## src/hdl/alarm_pkg.sv

```systemverilog
// Constants and carrier types for the alarm combiner.
package alarm_pkg;
   localparam int NUM_WIN = 16;
   localparam int NUM_NET = 4;
   localparam int CLK_PERIOD_NS = 20;
   localparam int SEC_NS = 1000000000;
   localparam int TICK_CYCLES = SEC_NS / CLK_PERIOD_NS;
   localparam logic [2:0] SEND_MAX_SEC = 3'h6;
   localparam logic [6:0] CYCLE_MAX_SEC = 7'h64;
   // ****************************************
   // Register map, byte addresses.
   // ****************************************
   localparam logic [7:0] ADR_CTRL = 8'h00;
   localparam logic [7:0] ADR_WIN_EN = 8'h04;
   localparam logic [7:0] ADR_CYCLE = 8'h08;
   localparam logic [7:0] ADR_REPEAT = 8'h0c;
   localparam logic [7:0] ADR_STATUS = 8'h10;
   localparam logic [7:0] ADR_IRQ_STAT = 8'h14;
   localparam logic [7:0] ADR_IRQ_MASK = 8'h18;
   localparam int CTRL_INV = 0;
   localparam int CTRL_SYS = 1;
   localparam int ST_COMB = 16;
   localparam int ST_PRES = 17;
   localparam int ST_CUR = 18;
   localparam int IRQ_NEW = 0;
   localparam int IRQ_COMB = 1;
   localparam int IRQ_DONE = 2;
   localparam logic [1:0] RST_CTRL = 2'h0;
   localparam logic [15:0] RST_WIN_EN = 16'h0000;
   localparam logic [6:0] RST_CYCLE = 7'h00;
   localparam logic [7:0] RST_REPEAT = 8'h3c;
   localparam logic [2:0] RST_MASK = 3'h0;
   typedef struct packed {
      logic [NUM_WIN-1:0] trig;
      logic [NUM_WIN-1:0] win_ok;
      logic [NUM_NET-1:0] net;
      logic [NUM_NET-1:0] net_ok;
      logic sys_err;
      logic nv_miss;
      logic key;
      logic lack;
      logic nack;
   } pins_t;
   typedef enum logic [1:0] {
      VIEW_CYCLIC = 2'b01,
      VIEW_ALARM = 2'b10
   } view_t;
endpackage : alarm_pkg

```

## src/hdl/alarm_combiner_ack.sv

```systemverilog
// Alarm combiner with presentation order, acknowledge and hooter output.
`timescale 1ns/100ps
`default_nettype none
// Operation
// Unacknowledged enabled windows raise combined alarm.
// Enabled system error or missing data raise it.
// Network alarm input raises it unconditionally.
// Combined alarm drives network variable and output.
// Several network senders combine as OR.
// Each network sender is a separate module.
// Trigger rising edge enters alarm presentation immediately.
// Repeat interval expiry re-enters alarm presentation.
// Newest first, then ascending window number.
// Key acknowledges shown alarm, advances to next.
// Still-active acknowledged window reappears after repeat.
// All acknowledged returns to cyclic process display.
// Logic or network acknowledge clears all.
// Lost link forces network inputs to zero.
// Polarity passes or inverts the output.
// Nonzero cycle period pulses output during alarm.
// Network variable sent on change, every 6s.
// Combined alarm falls when no source remains.
module alarm_combiner_ack #(
   parameter int unsigned TICK_CYCLES = alarm_pkg::TICK_CYCLES
) (
   // Clock and reset
   input wire logic ref_clk_i,
   input wire logic reset_n_i,
   // Wishbone slave
   input wire logic wb_cyc_i,
   input wire logic wb_stb_i,
   input wire logic wb_we_i,
   input wire logic [7:0] wb_adr_i,
   input wire logic [31:0] wb_dat_i,
   input wire logic [3:0] wb_sel_i,
   output logic [31:0] wb_dat_o,
   output logic wb_ack_o,
   // Alarm sources
   input wire logic [15:0] window_alarm_trigger_i,
   input wire logic [15:0] window_link_ok_i,
   input wire logic [alarm_pkg::NUM_NET-1:0] network_alarm_input_i,
   input wire logic [alarm_pkg::NUM_NET-1:0] network_link_ok_i,
   input wire logic sys_error_i,
   input wire logic nv_missing_i,
   // Acknowledge sources
   input wire logic key_press_i,
   input wire logic logic_ack_i,
   input wire logic net_ack_i,
   // Alarm outputs
   output logic comb_alarm_nv_o,
   output logic nv_send_o,
   output logic logic_out_o,
   output logic presenting_o,
   output logic [3:0] presented_window_o,
   output logic irq_o
);
   localparam int TW = $clog2(TICK_CYCLES + 1);

   function automatic logic [3:0] first_set(input logic [15:0] v);
      logic [3:0] r;
      r = 4'h0;
      for (int i = 15; i >= 0; i--) begin
         if (v[i]) begin
            r = 4'(i);
         end
      end
      return r;
   endfunction : first_set

   function automatic logic [31:0] merge(input logic [31:0] o, input logic [31:0] d,
                                         input logic [3:0] s);
      logic [31:0] r;
      r = o;
      for (int b = 0; b < 4; b++) begin
         if (s[b]) begin
            r[8*b+:8] = d[8*b+:8];
         end
      end
      return r;
   endfunction : merge

   // ****************************************
   // Input synchronisers and edges.
   // ****************************************
   alarm_pkg::pins_t pins_raw;
   alarm_pkg::pins_t s1_reg;
   alarm_pkg::pins_t s2_reg;
   alarm_pkg::pins_t s3_reg;
   logic [15:0] trig;
   logic [15:0] rise;
   logic net_any;
   logic key_edge;
   logic bulk;

   assign pins_raw = {window_alarm_trigger_i, window_link_ok_i, network_alarm_input_i,
                      network_link_ok_i, sys_error_i, nv_missing_i, key_press_i,
                      logic_ack_i, net_ack_i};

   always_ff @(posedge ref_clk_i) begin
      if (!reset_n_i) begin
         s1_reg <= '0;
         s2_reg <= '0;
         s3_reg <= '0;
      end else begin
         s1_reg <= pins_raw;
         s2_reg <= s1_reg;
         s3_reg <= s2_reg;
      end
   end

   // A sender whose link is lost reads as zero, so it cannot trigger an alarm; a window already pending stays pending.
   assign trig = s2_reg.trig & s2_reg.win_ok;
   assign rise = trig & ~(s3_reg.trig & s3_reg.win_ok);
   assign net_any = |(s2_reg.net & s2_reg.net_ok);
   assign key_edge = s2_reg.key & ~s3_reg.key;
   assign bulk = (s2_reg.lack & ~s3_reg.lack) | (s2_reg.nack & ~s3_reg.nack);

   // ****************************************
   // Register bus.
   // ****************************************
   logic [1:0] ctrl_reg, ctrl_next;
   logic [15:0] win_en_reg, win_en_next;
   logic [6:0] cycle_reg, cycle_next;
   logic [7:0] repeat_reg, repeat_next;
   logic [2:0] mask_reg, mask_next;
   logic [2:0] stat_reg, stat_next;
   logic [2:0] irq_set;
   logic [31:0] dat_reg, dat_next;
   logic ack_reg, ack_next;
   logic irq_reg, irq_next;
   logic go;
   logic [31:0] m;
   logic [15:0] pend_reg;
   logic [3:0] cur_reg;
   alarm_pkg::view_t view_reg;
   logic comb_reg;

   assign go = wb_cyc_i & wb_stb_i & ~ack_reg;

   always_comb begin
      ctrl_next = ctrl_reg;
      win_en_next = win_en_reg;
      cycle_next = cycle_reg;
      repeat_next = repeat_reg;
      mask_next = mask_reg;
      dat_next = 32'h0;
      ack_next = go;
      m = merge(32'h0, wb_dat_i, wb_sel_i);
      if (go && wb_we_i) begin
         case (wb_adr_i)
            alarm_pkg::ADR_CTRL: ctrl_next = 2'(merge({30'h0, ctrl_reg}, wb_dat_i, wb_sel_i));
            alarm_pkg::ADR_WIN_EN: win_en_next = 16'(merge({16'h0, win_en_reg}, wb_dat_i,
                                                           wb_sel_i));
            alarm_pkg::ADR_CYCLE: begin
               m = merge({25'h0, cycle_reg}, wb_dat_i, wb_sel_i);
               cycle_next = (m > {25'h0, alarm_pkg::CYCLE_MAX_SEC}) ?
                            alarm_pkg::CYCLE_MAX_SEC : m[6:0];
            end
            alarm_pkg::ADR_REPEAT: repeat_next = 8'(merge({24'h0, repeat_reg}, wb_dat_i,
                                                          wb_sel_i));
            alarm_pkg::ADR_IRQ_MASK: mask_next = 3'(merge({29'h0, mask_reg}, wb_dat_i,
                                                          wb_sel_i));
            default: begin
            end
         endcase
      end
      if (go && !wb_we_i) begin
         case (wb_adr_i)
            alarm_pkg::ADR_CTRL: dat_next[1:0] = ctrl_reg;
            alarm_pkg::ADR_WIN_EN: dat_next[15:0] = win_en_reg;
            alarm_pkg::ADR_CYCLE: dat_next[6:0] = cycle_reg;
            alarm_pkg::ADR_REPEAT: dat_next[7:0] = repeat_reg;
            alarm_pkg::ADR_STATUS: begin
               dat_next[15:0] = pend_reg;
               dat_next[alarm_pkg::ST_COMB] = comb_reg;
               dat_next[alarm_pkg::ST_PRES] = view_reg[1];
               dat_next[alarm_pkg::ST_CUR+:4] = cur_reg;
            end
            alarm_pkg::ADR_IRQ_STAT: dat_next[2:0] = stat_reg;
            alarm_pkg::ADR_IRQ_MASK: dat_next[2:0] = mask_reg;
            default: dat_next = 32'h0;
         endcase
      end
      // A new event in the cycle of the clearing read survives it.
      stat_next = stat_reg;
      if (go && !wb_we_i && wb_adr_i == alarm_pkg::ADR_IRQ_STAT) begin
         stat_next = 3'h0;
      end
      stat_next = stat_next | irq_set;
      irq_next = |(stat_reg & mask_reg);
   end

   always_ff @(posedge ref_clk_i) begin
      if (!reset_n_i) begin
         ctrl_reg <= alarm_pkg::RST_CTRL;
         win_en_reg <= alarm_pkg::RST_WIN_EN;
         cycle_reg <= alarm_pkg::RST_CYCLE;
         repeat_reg <= alarm_pkg::RST_REPEAT;
         mask_reg <= alarm_pkg::RST_MASK;
         stat_reg <= 3'h0;
         dat_reg <= 32'h0;
         ack_reg <= 1'b0;
         irq_reg <= 1'b0;
      end else begin
         ctrl_reg <= ctrl_next;
         win_en_reg <= win_en_next;
         cycle_reg <= cycle_next;
         repeat_reg <= repeat_next;
         mask_reg <= mask_next;
         stat_reg <= stat_next;
         dat_reg <= dat_next;
         ack_reg <= ack_next;
         irq_reg <= irq_next;
      end
   end

   // ****************************************
   // Presentation and acknowledge.
   // ****************************************
   logic [TW-1:0] tick_reg, tick_next;
   logic tick;
   logic [7:0] rep_reg, rep_next;
   logic rep_fire;
   logic [15:0] pend_next;
   logic [3:0] cur_next;
   alarm_pkg::view_t view_next;
   logic done;

   assign tick = (tick_reg == TW'(TICK_CYCLES - 1));
   // The repeat clock restarts on every key stroke, so an operator at work is not interrupted.
   // After a key the first second is partial, so at least the full interval always elapses.
   assign rep_fire = tick && (repeat_reg != 8'h00) && (rep_reg >= repeat_reg);

   always_comb begin
      tick_next = tick ? '0 : tick_reg + TW'(1);
      rep_next = tick ? rep_reg + 8'h01 : rep_reg;
      if (key_edge) begin
         rep_next = 8'h00;
      end else if (rep_fire) begin
         rep_next = 8'h01;
      end
      pend_next = pend_reg;
      cur_next = cur_reg;
      view_next = view_reg;
      done = 1'b0;
      if (view_reg == alarm_pkg::VIEW_ALARM && key_edge) begin
         pend_next[cur_reg] = 1'b0;
      end
      if (bulk) begin
         pend_next = 16'h0000;
      end
      if (rep_fire) begin
         pend_next = pend_next | trig;
      end
      pend_next = pend_next | rise;
      if (rise != 16'h0000) begin
         view_next = alarm_pkg::VIEW_ALARM;
         cur_next = first_set(rise);
      end else if (pend_next == 16'h0000) begin
         done = (view_reg == alarm_pkg::VIEW_ALARM);
         view_next = alarm_pkg::VIEW_CYCLIC;
      end else if (rep_fire || view_reg == alarm_pkg::VIEW_ALARM) begin
         view_next = alarm_pkg::VIEW_ALARM;
         if (rep_fire || key_edge || !pend_next[cur_reg]) begin
            cur_next = first_set(pend_next);
         end
      end
   end

   always_ff @(posedge ref_clk_i) begin
      if (!reset_n_i) begin
         tick_reg <= '0;
         rep_reg <= 8'h00;
         pend_reg <= 16'h0000;
         cur_reg <= 4'h0;
         view_reg <= alarm_pkg::VIEW_CYCLIC;
      end else begin
         tick_reg <= tick_next;
         rep_reg <= rep_next;
         pend_reg <= pend_next;
         cur_reg <= cur_next;
         view_reg <= view_next;
      end
   end

   // ****************************************
   // Combined alarm and outputs.
   // ****************************************
   logic comb_next;
   logic [2:0] send_reg, send_next;
   logic send_due;
   logic nv_send_reg, nv_send_next;
   logic [6:0] phase_reg, phase_next;
   logic pulse_on;
   logic lout_reg, lout_next;

   assign send_due = tick && (send_reg == alarm_pkg::SEND_MAX_SEC - 3'h1);
   assign pulse_on = {1'b0, phase_reg} < (({1'b0, cycle_reg} + 8'h01) >> 1);

   always_comb begin
      comb_next = (|(pend_reg & win_en_reg))
                  | (ctrl_reg[alarm_pkg::CTRL_SYS] & (s2_reg.sys_err | s2_reg.nv_miss))
                  | net_any;
      nv_send_next = (comb_next != comb_reg) | send_due;
      send_next = nv_send_next ? 3'h0 : (tick ? send_reg + 3'h1 : send_reg);
      phase_next = phase_reg;
      if (!comb_reg || cycle_reg == 7'h00) begin
         phase_next = 7'h00;
      end else if (tick) begin
         phase_next = (phase_reg >= cycle_reg - 7'h01) ? 7'h00 : phase_reg + 7'h01;
      end
      lout_next = (comb_reg & ((cycle_reg == 7'h00) | pulse_on))
                  ^ ctrl_reg[alarm_pkg::CTRL_INV];
      irq_set = 3'h0;
      irq_set[alarm_pkg::IRQ_NEW] = (rise != 16'h0000);
      irq_set[alarm_pkg::IRQ_COMB] = comb_next & ~comb_reg;
      irq_set[alarm_pkg::IRQ_DONE] = done;
   end

   always_ff @(posedge ref_clk_i) begin
      if (!reset_n_i) begin
         comb_reg <= 1'b0;
         send_reg <= 3'h0;
         nv_send_reg <= 1'b0;
         phase_reg <= 7'h00;
         lout_reg <= 1'b0;
      end else begin
         comb_reg <= comb_next;
         send_reg <= send_next;
         nv_send_reg <= nv_send_next;
         phase_reg <= phase_next;
         lout_reg <= lout_next;
      end
   end

   assign wb_dat_o = dat_reg;
   assign wb_ack_o = ack_reg;
   assign irq_o = irq_reg;
   assign comb_alarm_nv_o = comb_reg;
   assign nv_send_o = nv_send_reg;
   assign logic_out_o = lout_reg;
   assign presenting_o = view_reg[1];
   assign presented_window_o = cur_reg;
endmodule : alarm_combiner_ack
`default_nettype wire

```

## config.mk

```make
export PLATFORM = sky130hd
export DESIGN_NAME = alarm_combiner_ack
export DESIGN_NICKNAME = d
export VERILOG_FILES = /design/src/hdl/alarm_pkg.sv /design/src/hdl/alarm_combiner_ack.sv
export SDC_FILE = /design/constraint.sdc
export NUM_CORES = 1
export LEC_CHECK = 0
export BUFFER_PORTS_ARGS = -buffer_cell sky130_fd_sc_hd__buf_2
export CELL_PAD_IN_SITES_DETAIL_PLACEMENT = 0
export CELL_PAD_IN_SITES_GLOBAL_PLACEMENT = 1
export CORE_MARGIN = 2
export CORE_UTILIZATION = 30
export DETAILED_ROUTE_END_ITERATION = 8
export HOLD_SLACK_MARGIN = 0.02
export PLACE_DENSITY = 0.56
export SETUP_SLACK_MARGIN = 0.02
export SLEW_MARGIN = 20
export SYNTH_ARGS = -nofsm -noshare
export SYNTH_HDL_FRONTEND = slang
export SYNTH_SLANG_ARGS = --single-unit
```

## constraint.sdc

```tcl
create_clock -name ref_clk_i -period 3.7 [get_ports ref_clk_i]
set_input_delay 0.555 -clock ref_clk_i [delete_from_list [all_inputs] [get_ports ref_clk_i]]
set_output_delay 0.555 -clock ref_clk_i [all_outputs]
set_load 0.05 [all_outputs]
```

-- Word level (Yosys, flattened, before mapping)
Cells that the tools add are included.
- add/subtract/negate cells: 6
- multiply operators: 0
- div/mod/pow operators: 0
- order comparisons: 6
- equality and inequality tests: 11
- shift-type cells: 0
- mux-type cells: 70
- bitwise gates (word level): 33
- reduce and logical (&&, ||, !) cells: 41
- operators by type and width (cell ; count):
    $mux 4 ; 36
    $mux 8 ; 12
    $and 16x16->16 ; 5
    $mux 16 ; 3
    $gt 32x7->1 const B ; 1
    $not 16->16 ; 2
    $or 16x16->16 ; 2
    $add 26x1->26 const B ; 1
    $eq 26x26->1 const B ; 1
    $eq 8x5->1 const B ; 3
    $reduce_and 3->1 ; 7
    $eq 8x4->1 const B ; 2
    $logic_not 16->1 ; 1
    $pmux 4 s4 ; 1
    $pmux 8 s2 ; 1
    $reduce_bool 16->1 ; 1
    $reduce_or 16->1 ; 1
    $mux 7 ; 2
    $pmux 2 s7 ; 1
    $add 7x1->8 const B ; 1
    $add 8x1->8 const B ; 1
    $and 1x1->1 ; 8
    $eq 8x3->1 const B ; 1
    $ge 8x8->1 ; 1
    36 further kinds ; 72
- register bits after elaboration: 267
- bits in latches: 0
- RAM bits: 0
- memory bits (read-only): 0
- input bits: 94
- output and inout port bits: 42
- logic and storage cells: 213
- memories kept: 0

-- Depth between registers and ports, before layout
Gate-level depths: netlist of the first run.
- word-level depth: 31
- mapped depth: 13
- gate-level depth less buffers: 12

-- Worst setup path after synthesis of the first run
Ideal clock, no wire load.
- path type: register to register
- start: reg tick_reg[0]
- end: reg cur_reg[0], in the netlist presented_window_o[0]
- library setup time: 0.122 ns
- arrival time: 3.378 ns
- required time: 3.578 ns
- slack: 0.201 ns
- stages on the path, launching flop included: 14
- buffers on the path: 2
- clock period less this slack: 3.499 ns
- cell sequence: dfxtp_1 > ha_1 > nand4_1 > or2_1 > or4_1 > buf_2 > a211o_1 > buf_6 > o21a_4 > mux4_2 > nor3b_1 > or3_4 > a21o_1 > o311a_1
- cells in the longest elaborated chain, start to end: 25
- elaborated cells on any way between the ends: 36
- classes of those cells: eq/ne: 2; mux: 23; bitwise: 1; reduce/logical: 10
- RTL lines (item ; line ; text):
    start, declared ; alarm_combiner_ack.sv:220 ; logic [TW-1:0] tick_reg, tick_next;
    start signal, assigned ; alarm_combiner_ack.sv:278 ; tick_reg <= tick_next;
    $eq 26x26->1 * ; alarm_combiner_ack.sv:229 ; assign tick = (tick_reg == TW'(TICK_CYCLES - 1));
    $logic_and 1x1->1 * (2 in a row) ; alarm_combiner_ack.sv:232 ; assign rep_fire = tick && (repeat_reg != 8'h00) && (rep_reg >= repeat_reg);
    $mux 16 ; alarm_combiner_ack.sv:252 ; if (rep_fire) begin
    $or 16x16->16 ; alarm_combiner_ack.sv:255 ; pend_next = pend_next | rise;
    $mux 4 (16 in a row) ; alarm_combiner_ack.sv:63 ; if (v[i]) begin
    $mux 4 ; alarm_combiner_ack.sv:264 ; if (rep_fire || key_edge || !pend_next[cur_reg]) begin
    $mux 4 ; alarm_combiner_ack.sv:262 ; end else if (rep_fire || view_reg == alarm_pkg::VIEW_ALARM) begin
    $mux 4 ; alarm_combiner_ack.sv:259 ; end else if (pend_next == 16'h0000) begin
    $mux 4 ; alarm_combiner_ack.sv:256 ; if (rise != 16'h0000) begin
    end signal, assigned ; alarm_combiner_ack.sv:281 ; cur_reg <= cur_next;
    end, declared ; alarm_combiner_ack.sv:134 ; logic [3:0] cur_reg;
Every way passes the cells marked *; elsewhere a longest branch is shown, timed or not. The select of a mux whose other input is x is not followed.
A chain may end at the register's enable or synchronous reset.

-- Final worst setup path of the first run
Ends and elaborated chain as after synthesis.

==> results.toml, run 1 <==
[detailed_routing]
vias = 8372
wl_um = 28900
final_antenna_net_count = 0
via_per_inst = 4.75
wl_per_cell_um = 16.4
route.detailed.drc = 0
drt_iter0_markers = 426
drt-pass1-iter-count = 6

[die]
pin_count = 136
die-height_um = 191
rows = 68
core_area_sq_um = 34500
dieArea_sq_um = 36300
initial_core_util_pct = 30.3
die_w_um = 191

[timing]
setup_viol = 0
period_needed_ns = 3.53
rsz0062_at_grt = "yes"
fin_worst_skew_ns = 0.0314
hold_violations = 0
slew_headroom_pct = 40.3
hold-worst-slack_ns = 0.208
drv_slew = 0
max_freq_ghz = 0.283
period_share_pct = 95.5
worst_slew_pin_slew_ns = 0.894

[clock_network]
cts_buffer_depth = 3
clk-insertion-delay-late_ns = 0.56
cts_resized = 0
path_clk_slew_ns = 0.06
cts_tree = "done"
cts_buffers = 29
htreeDepth = 1
postCtsSetupBuffers = 0
postCtsHoldBufs = 0
cts_sinks = 257
clockRootBuffer = "clkbuf_16"

[yosys]
synth_area_leaders = "dfxtp_1, and2_1, nor2_1, ha_1, mux2i_1"
ys_seq_area_share_pct = 49.2
synth_edf_count = 0
synth_top_cell_by_area = "dfxtp_1"
netlist_instances = 1130
synth_top_area_share_pct = 49.2
ys_types = 64
syn_area_sq_um = 10400
async_flop_share_pct = 0
ys_ff_latch = 257
synthFlopType = "dfxtp_1"
yosysWarnings = 0
syn_area_per_cell_sq_um = 9.25

[pwr]
p_int_w = 0.00460
power_leakage_nw = 5.22
power_switching_w = 0.00137
power_frac_clock_pct = 45.8
power_frac_seq_pct = 48.2
p_sw_share_pct = 22.9
cellPowerDensity_nw_per_um2 = 469
power_frac_comb_pct = 6.0
finalPower_w = 0.00596
max-vdd-ir-drop_mv = 0.308

[worst_setup_path]
cp.depth = 11
critPathBufInv = 0
end_kind = "flop"
crit_chain = "ha_1 > nand4_1 > or2_1 > or4_4 > a211o_1 > o21a_1 > mux4_2 > nor3b_1 > or3_4 > a21o_1 > o311a_1"
path_delay_family = "simple AND/OR/NAND/NOR gates"
path_class = "reg2reg"
critPathMaxStageDelay_ns = 0.56
reg2regPathDepth = 11
cp.required_ns = 4.14
arrival_ns = 3.97
crit_path_start_kind = "flop"
path_max_fanout = 6
critPathSlowestCell = "or4_4"

[placement]
gp_congestion = 0.887
dp_cells = 1714
dp.final_hpwl_um = 21800
numPortBuffers = 125

[grt]
gr-total-overflow = 0
grt_max_degree = 62
track_usage_pct = 15.8
grt_first_pass_wirelength_um = 45200
grt_pass1_vias = 7994
antenna_found_initial = 0

[cells_and_area]
final_cells = 1764
drive_gt1_share_pct = 18.1
nNetsFinal = 1413
syn_to_final_growth_pct = 21.7
diodes = 0
fillers = 3583
fin_util_pct = 36.9

[min_path]
min_path_type = "in2reg"
min_path_cells = 2

[job]
max_cap_viol_count = 0

[status]
outcome = "finished, final reports clean"
-- kinds of logic after synthesis --
kind of cell               after synthesis  synth area share (%)
and+or+nand+nor                        498                  24.2
DFF                                    257                  49.2
AOI/OAI and AO/OA                      185                  12.4
buffers and inverters                   80                  3.35
xor gates and xnor gates                42                  3.52
muxes                                   38                  3.78
adders and majority gates               29                  3.47
other                                    1                0.0359
-- per-stage QoR --
stage                     setup slack [ns]  area, sq um  setup TNS, ns
after CTS                           0.0490        12700              0
after detailed placement            0.0411        11800              0
after global placement               0.101        11800              0
final                                0.166        12700              0
after floorplan                      0.201        10500              0
after global routing              -0.00566        12700       -0.00566
-- worst paths after layout --
check,slack [ns],to,from
worst min-delay path,0.21,s1_reg[43]$_SDFF_PN0_,window_alarm_trigger_i[14]
worst min register to register,0.43,s2_reg[39]$_SDFF_PN0_,s1_reg[39]$_SDFF_PN0_
worst max-delay path,0.17,presented_window_o[0]$_SDFFE_PN0P_,tick_reg[0]$_SDFF_PP0_
worst max register to register,0.17,presented_window_o[0]$_SDFFE_PN0P_,tick_reg[0]$_SDFF_PP0_
-- layout by cell type, fill, tap and decap left out, types with 7 or more instances in the layout --
cell and instances:
nand2b_1 11, buf_4 49, nand3_1 29, clkbuf_1 7, xor2_1 25, and3_1 11, mux2i_1 35, o21ai_0 15
inv_1 26, a22o_1 10, nor3_1 16, conb_1 10, a31o_2 7, a21o_1 11, xnor2_1 17, dfxtp_1 257
nor2_1 144, nor4_1 13, o21a_1 9, nand2_1 80, a22oi_1 14, a31oi_1 14, buf_2 124, clkbuf_16 29
nand4_1 23, and2_1 133, a21oi_1 48, nor2b_1 11, ha_1 29, a221oi_1 10
-- power groups by stage --
stage	Combinational [W]	Clock (W)	Sequential, W
4_1_cts	0.000361	0.00282	0.00287
3_5_place_dp	0.000360	0	0.00293
3_3_place_gp	0.000363	0	0.00293
5_1_grt	0.000393	0.00293	0.00288
2_1_floorplan	0.000202	0	0.00294
6_report	0.000359	0.00273	0.00287
-- cell type report --
| cell class | instances | area (sq um) | share of cell area, % |
|---|---|---|---|
| inverter | 27 | 101 | 0.797 |
| clock buffer | 42 | 835 | 6.56 |
| clock inverter | 8 | 71.3 | 0.561 |
| multi-input combinational | 802 | 5010 | 39.4 |
| timing repair buffer | 173 | 988 | 7.77 |
| tap | 455 | 569 | 4.48 |
| sequential | 257 | 5140 | 40.4 |
-- per-layer routing --
layer	routed length [um]	up-vias	global-route usage [%]
li1	-	4214	-
met1	14500	3862	22.8
met2	12300	249	24.6
met3	1570	47	2.10
met4	575	0	4.32
met5	0	-	0
-- synthesized netlist by cell type, types with 3 or more instances --
cell and count:
a2111oi_0 4, a211oi_1 4, a21o_1 11, a21oi_1 48
a221oi_1 10, a22o_1 10, a22oi_1 14, a311oi_1 3
a31o_2 7, a31oi_1 14, and2_1 133, and3_1 11
buf_1 3, buf_4 11, clkbuf_1 37, dfxtp_1 257
ha_1 29, inv_1 26, mux2i_1 35, nand2_1 80
nand2b_1 11, nand3_1 29, nand4_1 23, nor2_1 144
nor2b_1 11, nor3_1 17, nor3b_1 4, nor4_1 15
o211ai_1 6, o21a_1 9, o21ai_0 15, o22ai_1 6
o31ai_1 6, or3_1 6, or4_1 3, xnor2_1 17
xor2_1 25
(Power assumes the default switching activity.)
==> inputs of run 2 (changes only) <==
ABC_AREA = 1   (was default)
CAP_MARGIN = 20   (was default)
CORE_ASPECT_RATIO = 0.75   (was default)
PLACE_DENSITY = 0.58   (was 0.56)
==> results.toml, run 2 <==
[timing]
fin_worst_skew_ns = 0.0236
setup_viol = 0
drv_slew = 0
period_share_pct = 78.7
worst_slew_pin_slew_ns = 0.933
rsz0062_at_grt = "no"
slew_headroom_pct = 37.8
period_needed_ns = 2.91
hold_violations = 0
tns_ns = 0
max_freq_ghz = 0.344

[grt]
antenna_found_initial = 2
gr-total-overflow = 0
track_usage_pct = 16.2
grt_first_pass_wirelength_um = 48700
grt_max_degree = 101
grt_pass1_vias = 8938

[clock_network]
postCtsHoldBufs = 0
clk-insertion-delay-late_ns = 0.56
cts_buffers = 27
path_clk_slew_ns = 0.07
htreeDepth = 1
cts_sinks = 257
cts_tree = "done"
postCtsSetupBuffers = 0
clockRootBuffer = "clkbuf_16"
cts_buffer_depth = 3
cts_resized = 0

[pwr]
power_frac_comb_pct = 7.9
p_int_w = 0.00473
power_frac_clock_pct = 45.8
p_sw_share_pct = 24.3
power_leakage_nw = 6.39
power_frac_seq_pct = 46.3
cellPowerDensity_nw_per_um2 = 483
power_switching_w = 0.00152
max-vdd-ir-drop_mv = 0.242

[yosys]
syn_area_per_cell_sq_um = 7.54
synth_most_common_cell = "nand2_1"
synth_area_leaders = "dfxtp_1, nand2_1, inv_1, nor2_1, a21oi_1"
ys_types = 55
syn_area_sq_um = 10900
ys_ff_latch = 257
ys_seq_area_share_pct = 47.0
synthFlopType = "dfxtp_1"
netlist_instances = 1451
synthTopCellsByCount = "nand2_1, inv_1, dfxtp_1"
yosysWarnings = 0
synth_top_area_share_pct = 47.0
synth_top_cell_by_area = "dfxtp_1"
synth_edf_count = 0
async_flop_share_pct = 0

[die]
dieArea_sq_um = 38000
pin_count = 136
initial_core_util_pct = 30.5
die-height_um = 169
rows = 60
core_area_sq_um = 35900
die_w_um = 224

[status]
outcome = "finished, final reports clean"

[worst_setup_path]
path_max_fanout = 14
startpoint = "repeat_reg[2]$_SDFFE_PN1P_"
r2r_slack_ns = 0.79
reg2regPathDepth = 19
worstSetupEndpoint = "presented_window_o[2]$_SDFFE_PN0P_"
reg2reg_from = "repeat_reg[2]$_SDFFE_PN1P_"
cp.required_ns = 4.17
arrival_ns = 3.38
path_class = "reg2reg"
rr_endpoint = "presented_window_o[2]$_SDFFE_PN0P_"
crit_path_start_kind = "flop"
end_kind = "flop"

[detailed_routing]
route.detailed.drc = 0
drt_iter0_markers = 518
vias = 9232
wl_per_cell_um = 14.8
final_antenna_net_count = 0
via_per_inst = 4.48
drt-pass1-iter-count = 5
wl_um = 30500

[cells_and_area]
diodes = 0
final_cells = 2062
nNetsFinal = 1701
final_cell_mix = "nand2_1, inv_1, dfxtp_1, nor2_1, buf_2"
drive_gt1_share_pct = 14.2
layout_commonest_cell = "nand2_1"
fillers = 3856
syn_to_final_growth_pct = 18.2

[placement]
dp.final_hpwl_um = 23100
dp_cells = 2014
numPortBuffers = 125
gp_congestion = 0.854

[min_path]
min_path_type = "in2reg"

[job]
max_cap_viol_count = 0
run 2: changes by cell type in the layout (fill, tap and decap cells not counted), sizes merged, moves of 11 or more:
cell and delta:
a21o -11, mux2i -35, nor2b -11, o21ai +64
nand2b -11, a21oi +36, and3 -11, xnor2 -11
inv +251, nand2 +251, and2 -133, buf -40
a22oi -14
run 2: power by group through the flow:
stage / logic (W) / registers [W] / clock network, W
floorplan: 0.000300 / 0.00298 / 0
CTS: 0.000497 / 0.00289 / 0.00296
global placement: 0.000499 / 0.00296 / 0
finish: 0.000491 / 0.00289 / 0.00286
global route: 0.000548 / 0.00290 / 0.00307
detailed placement: 0.000495 / 0.00295 / 0
run 2: worst min path at each step:
stage	slack (ns)	to	startpoint	cells past startpoint
floorplan	0.39	s2_reg[0]$_SDFF_PN0_	s1_reg[0]$_SDFF_PN0_	2
global placement	0.40	s2_reg[41]$_SDFF_PN0_	s1_reg[41]$_SDFF_PN0_	2
detailed placement	0.40	s2_reg[42]$_SDFF_PN0_	s1_reg[42]$_SDFF_PN0_	2
CTS	0.14	s1_reg[39]$_SDFF_PN0_	window_alarm_trigger_i[10]	3
global route	0.17	s1_reg[39]$_SDFF_PN0_	window_alarm_trigger_i[10]	3
finish	0.18	s1_reg[39]$_SDFF_PN0_	window_alarm_trigger_i[10]	3
run 2: kinds of logic (layout without fill, tap and decap cells):
group           after synthesis  count (layout)  synth area share (%)
flops                       257             257                  47.0
simple gates                572             572                  22.6
fa+ha+maj                    29              29                  3.32
buf+inv                     326             463                  11.9
compound gates              243             243                  13.3
other cells                   1              10                0.0343
xor+xnor                     23              23                  1.84
run 2: metrics by stage:
stage          util, %  setup WS (ns)  area, sq um  hold slack [ns]  total power, W
2_1_floorplan        -           1.14        11000            0.390         0.00328
3_3_place_gp      33.4          0.937        12000            0.398         0.00345
3_5_place_dp      33.4          0.878        12000            0.395         0.00345
4_1_cts           36.0          0.838        12900            0.145         0.00635
5_1_grt           36.0          0.550        12900            0.169         0.00652
6_report          36.0          0.790        12900            0.182         0.00625
run 2: layout make-up:
class,count,area (sq um),area share (%)
Clock buffer,40,785,6.07
Inverter,282,1070,8.24
Clock inverter,8,144,1.11
Timing Repair Buffer,133,688,5.32
Tap cell,465,582,4.50
Multi-Input combinational cell,877,4520,35.0
Sequential cell,257,5140,39.8
run 2: critical path: stages (launching register included):
cell	delay, ns
dfxtp_1	0.34
inv_1	0.09
ha_1	0.30
nand2_1	0.07
nor2_1	0.11
nor2_1	0.05
nand2_1	0.05
nand2_1	0.04
nand2_1	0.19
nand3_4	0.27
o21ai_1	0.36
o22ai_1	0.14
o21ai_1	0.15
o21a_1	0.15
nand4_2	0.11
nand2_4	0.12
inv_2	0.05
nand2_1	0.06
nand2_1	0.05
a21oi_1	0.13
run 2: layer usage:
layer | vias up | GRT usage (%) | wire length [um]
li1 | 4813 | - | -
met1 | 4195 | 24.0 | 15600
met2 | 186 | 24.5 | 12900
met3 | 38 | 2.93 | 1520
met4 | 0 | 3.02 | 464
met5 | - | 0 | 0
==> inputs of run 3 (changes only) <==
PLACE_DENSITY = 0.56   (was 0.58)
clock period = 2.9 ns   (was 3.7 ns; I/O delays follow)
==> results.toml, run 3 (same netlist as run 2, synthesis figures left out) <==
[placement]
numPortBuffers = 125
gp_congestion = 0.868
dp.final_hpwl_um = 23400
dp_cells = 2027

[pwr]
power_switching_w = 0.00202
p_sw_share_pct = 25.0
power_frac_clock_pct = 46.0
cellPowerDensity_nw_per_um2 = 608
power_leakage_nw = 6.53
power_frac_comb_pct = 8.2
power_frac_seq_pct = 45.8
max-vdd-ir-drop_mv = 0.333
p_int_w = 0.00605

[status]
outcome = "finished, final reports clean"

[grt]
grt_pass1_vias = 8811
antenna_found_initial = 2
grt_first_pass_wirelength_um = 48600
gr-total-overflow = 0
track_usage_pct = 16.3
grt_max_degree = 160

[timing]
hold_violations = 0
slew_headroom_pct = 53.0
period_needed_ns = 2.65
drv_slew = 0
max_freq_ghz = 0.378
tns_ns = 0
period_share_pct = 91.3
rsz0062_at_grt = "yes"
worst_slew_pin_slew_ns = 0.706
fin_worst_skew_ns = 0.0230
setup_viol = 0

[worst_setup_path]
crit_chain = "inv_1 > ha_1 > a21oi_1 > o21a_1 > nand2_4 > nand3_4 > buf_4 > o21ai_4 > nor2_2 > nand2_2 > nor2_4 > nand2_4 > inv_6 > nor2_8 > nor2_4 > nand2_4 > inv_2 > nand2_1 > o21ai_1 > nor2_1"
path_class = "reg2reg"
critPathBufInv = 4
end_kind = "flop"
path_common_cell = "nand2_4"
crit_path_start_kind = "flop"
r2r_slack_ns = 0.25
rr_endpoint = "presented_window_o[3]$_SDFFE_PN0P_"
critPathMaxStageDelay_ns = 0.31
path_max_fanout = 7
cp.required_ns = 3.33
reg2regPathDepth = 20
arrival_ns = 3.08
path_delay_family = "simple AND/OR/NAND/NOR gates"
reg2reg_from = "repeat_reg[5]$_SDFFE_PN1P_"
critPathSlowestCell = "ha_1"

[clock_network]
path_clk_slew_ns = 0.06
cts_tree = "done"
cts_buffers = 28
cts_buffer_depth = 3
cts_sinks = 257
clk-insertion-delay-late_ns = 0.57
clockRootBuffer = "clkbuf_16"
htreeDepth = 1

[cells_and_area]
syn_to_final_growth_pct = 21.3
final_cell_mix = "nand2_1, inv_1, dfxtp_1, buf_2, nor2_1"
fin_util_pct = 37.0
final_cells = 2089
nNetsFinal = 1725
drive_gt1_share_pct = 16.7
fillers = 3881
diodes = 0
layout_commonest_cell = "nand2_1"

[detailed_routing]
wl_um = 31200
route.detailed.drc = 0
wl_per_cell_um = 14.9
vias = 9331
final_antenna_net_count = 0
drt-pass1-iter-count = 5
drt_iter0_markers = 513
via_per_inst = 4.47

[die]
pin_count = 136
rows = 60
die_w_um = 224
die-height_um = 169
initial_core_util_pct = 30.5
core_area_sq_um = 35900
dieArea_sq_um = 38000

[min_path]
worstHoldStart = "window_link_ok_i[5]"
min_path_type = "in2reg"
holdPathEnd = "s1_reg[18]$_SDFF_PN0_"
min_path_cells = 3

[job]
max_cap_viol_count = 0
==> run 3: per-stage QoR <==
stage,hold slack [ns],cell area (sq um),power [W],worst slack [ns]
global placement,0.398,12100,0.00443,0.133
CTS,0.0218,13100,0.00819,0.0759
global route,0.0344,13300,0.00843,0.00276
finish,0.0510,13300,0.00807,0.252
floorplan,0.390,11000,0.00419,0.336
detailed placement,0.397,12100,0.00442,0.0964
==> run 3: power by group through the flow <==
stage / Clock [W] / Sequential (W) / Combinational (W)
6_report: 0.00371 / 0.00369 / 0.000661
2_1_floorplan: 0 / 0.00380 / 0.000383
4_1_cts: 0.00384 / 0.00369 / 0.000659
3_3_place_gp: 0 / 0.00377 / 0.000658
5_1_grt: 0.00399 / 0.00370 / 0.000735
3_5_place_dp: 0 / 0.00377 / 0.000654
==> run 3: routing by layer <==
layer | up-vias | track usage [%] | wire, um
li1 | 4854 | - | -
met1 | 4259 | 24.9 | 16400
met2 | 182 | 23.6 | 12600
met3 | 36 | 2.75 | 1530
met4 | 0 | 3.66 | 685
met5 | - | 0 | 0
==> run 3: how the worst max path moves through the flow <==
stage | depth (start not counted) | start | end | slack (ns)
floorplan | 20 | view_reg[1]$_SDFFE_PN0P_ | presented_window_o[3]$_SDFFE_PN0P_ | 0.34
global placement | 22 | rep_reg[0]$_SDFFE_PP0P_ | presented_window_o[3]$_SDFFE_PN0P_ | 0.13
detailed placement | 22 | rep_reg[0]$_SDFFE_PP0P_ | presented_window_o[3]$_SDFFE_PN0P_ | 0.1
CTS | 22 | repeat_reg[2]$_SDFFE_PN1P_ | presented_window_o[3]$_SDFFE_PN0P_ | 0.08
global route | 26 | repeat_reg[2]$_SDFFE_PN1P_ | presented_window_o[0]$_SDFFE_PN0P_ | 0.003
finish | 20 | repeat_reg[5]$_SDFFE_PN1P_ | presented_window_o[3]$_SDFFE_PN0P_ | 0.25
==> run 3: area by class of cell <==
class / count / area (sq um) / area share, %
timing repair buffer: 155 / 873 / 6.58
clock inverter: 13 / 169 / 1.27
multi-input combinational: 878 / 4630 / 34.9
inverter: 282 / 1070 / 8.06
tap: 465 / 582 / 4.38
sequential: 257 / 5150 / 38.8
clock buffer: 39 / 802 / 6.04
==> run 3: worst register-to-register path, delay by kind of cell (launching register included) <==
family	cells	cell delay, ns
flops	1	0.30
fa+ha+maj	1	0.31
simple gates	11	1.02
buf+inv	4	0.39
compound gates	4	0.52
==> run 3: timing repair <==
action                                  CTS  global route
endpoints found under the setup margin    0             7
endpoints found under the hold margin     3             0
hold buffers                              3             0
setup buffers                             0             6
gates resized for setup                   0            27
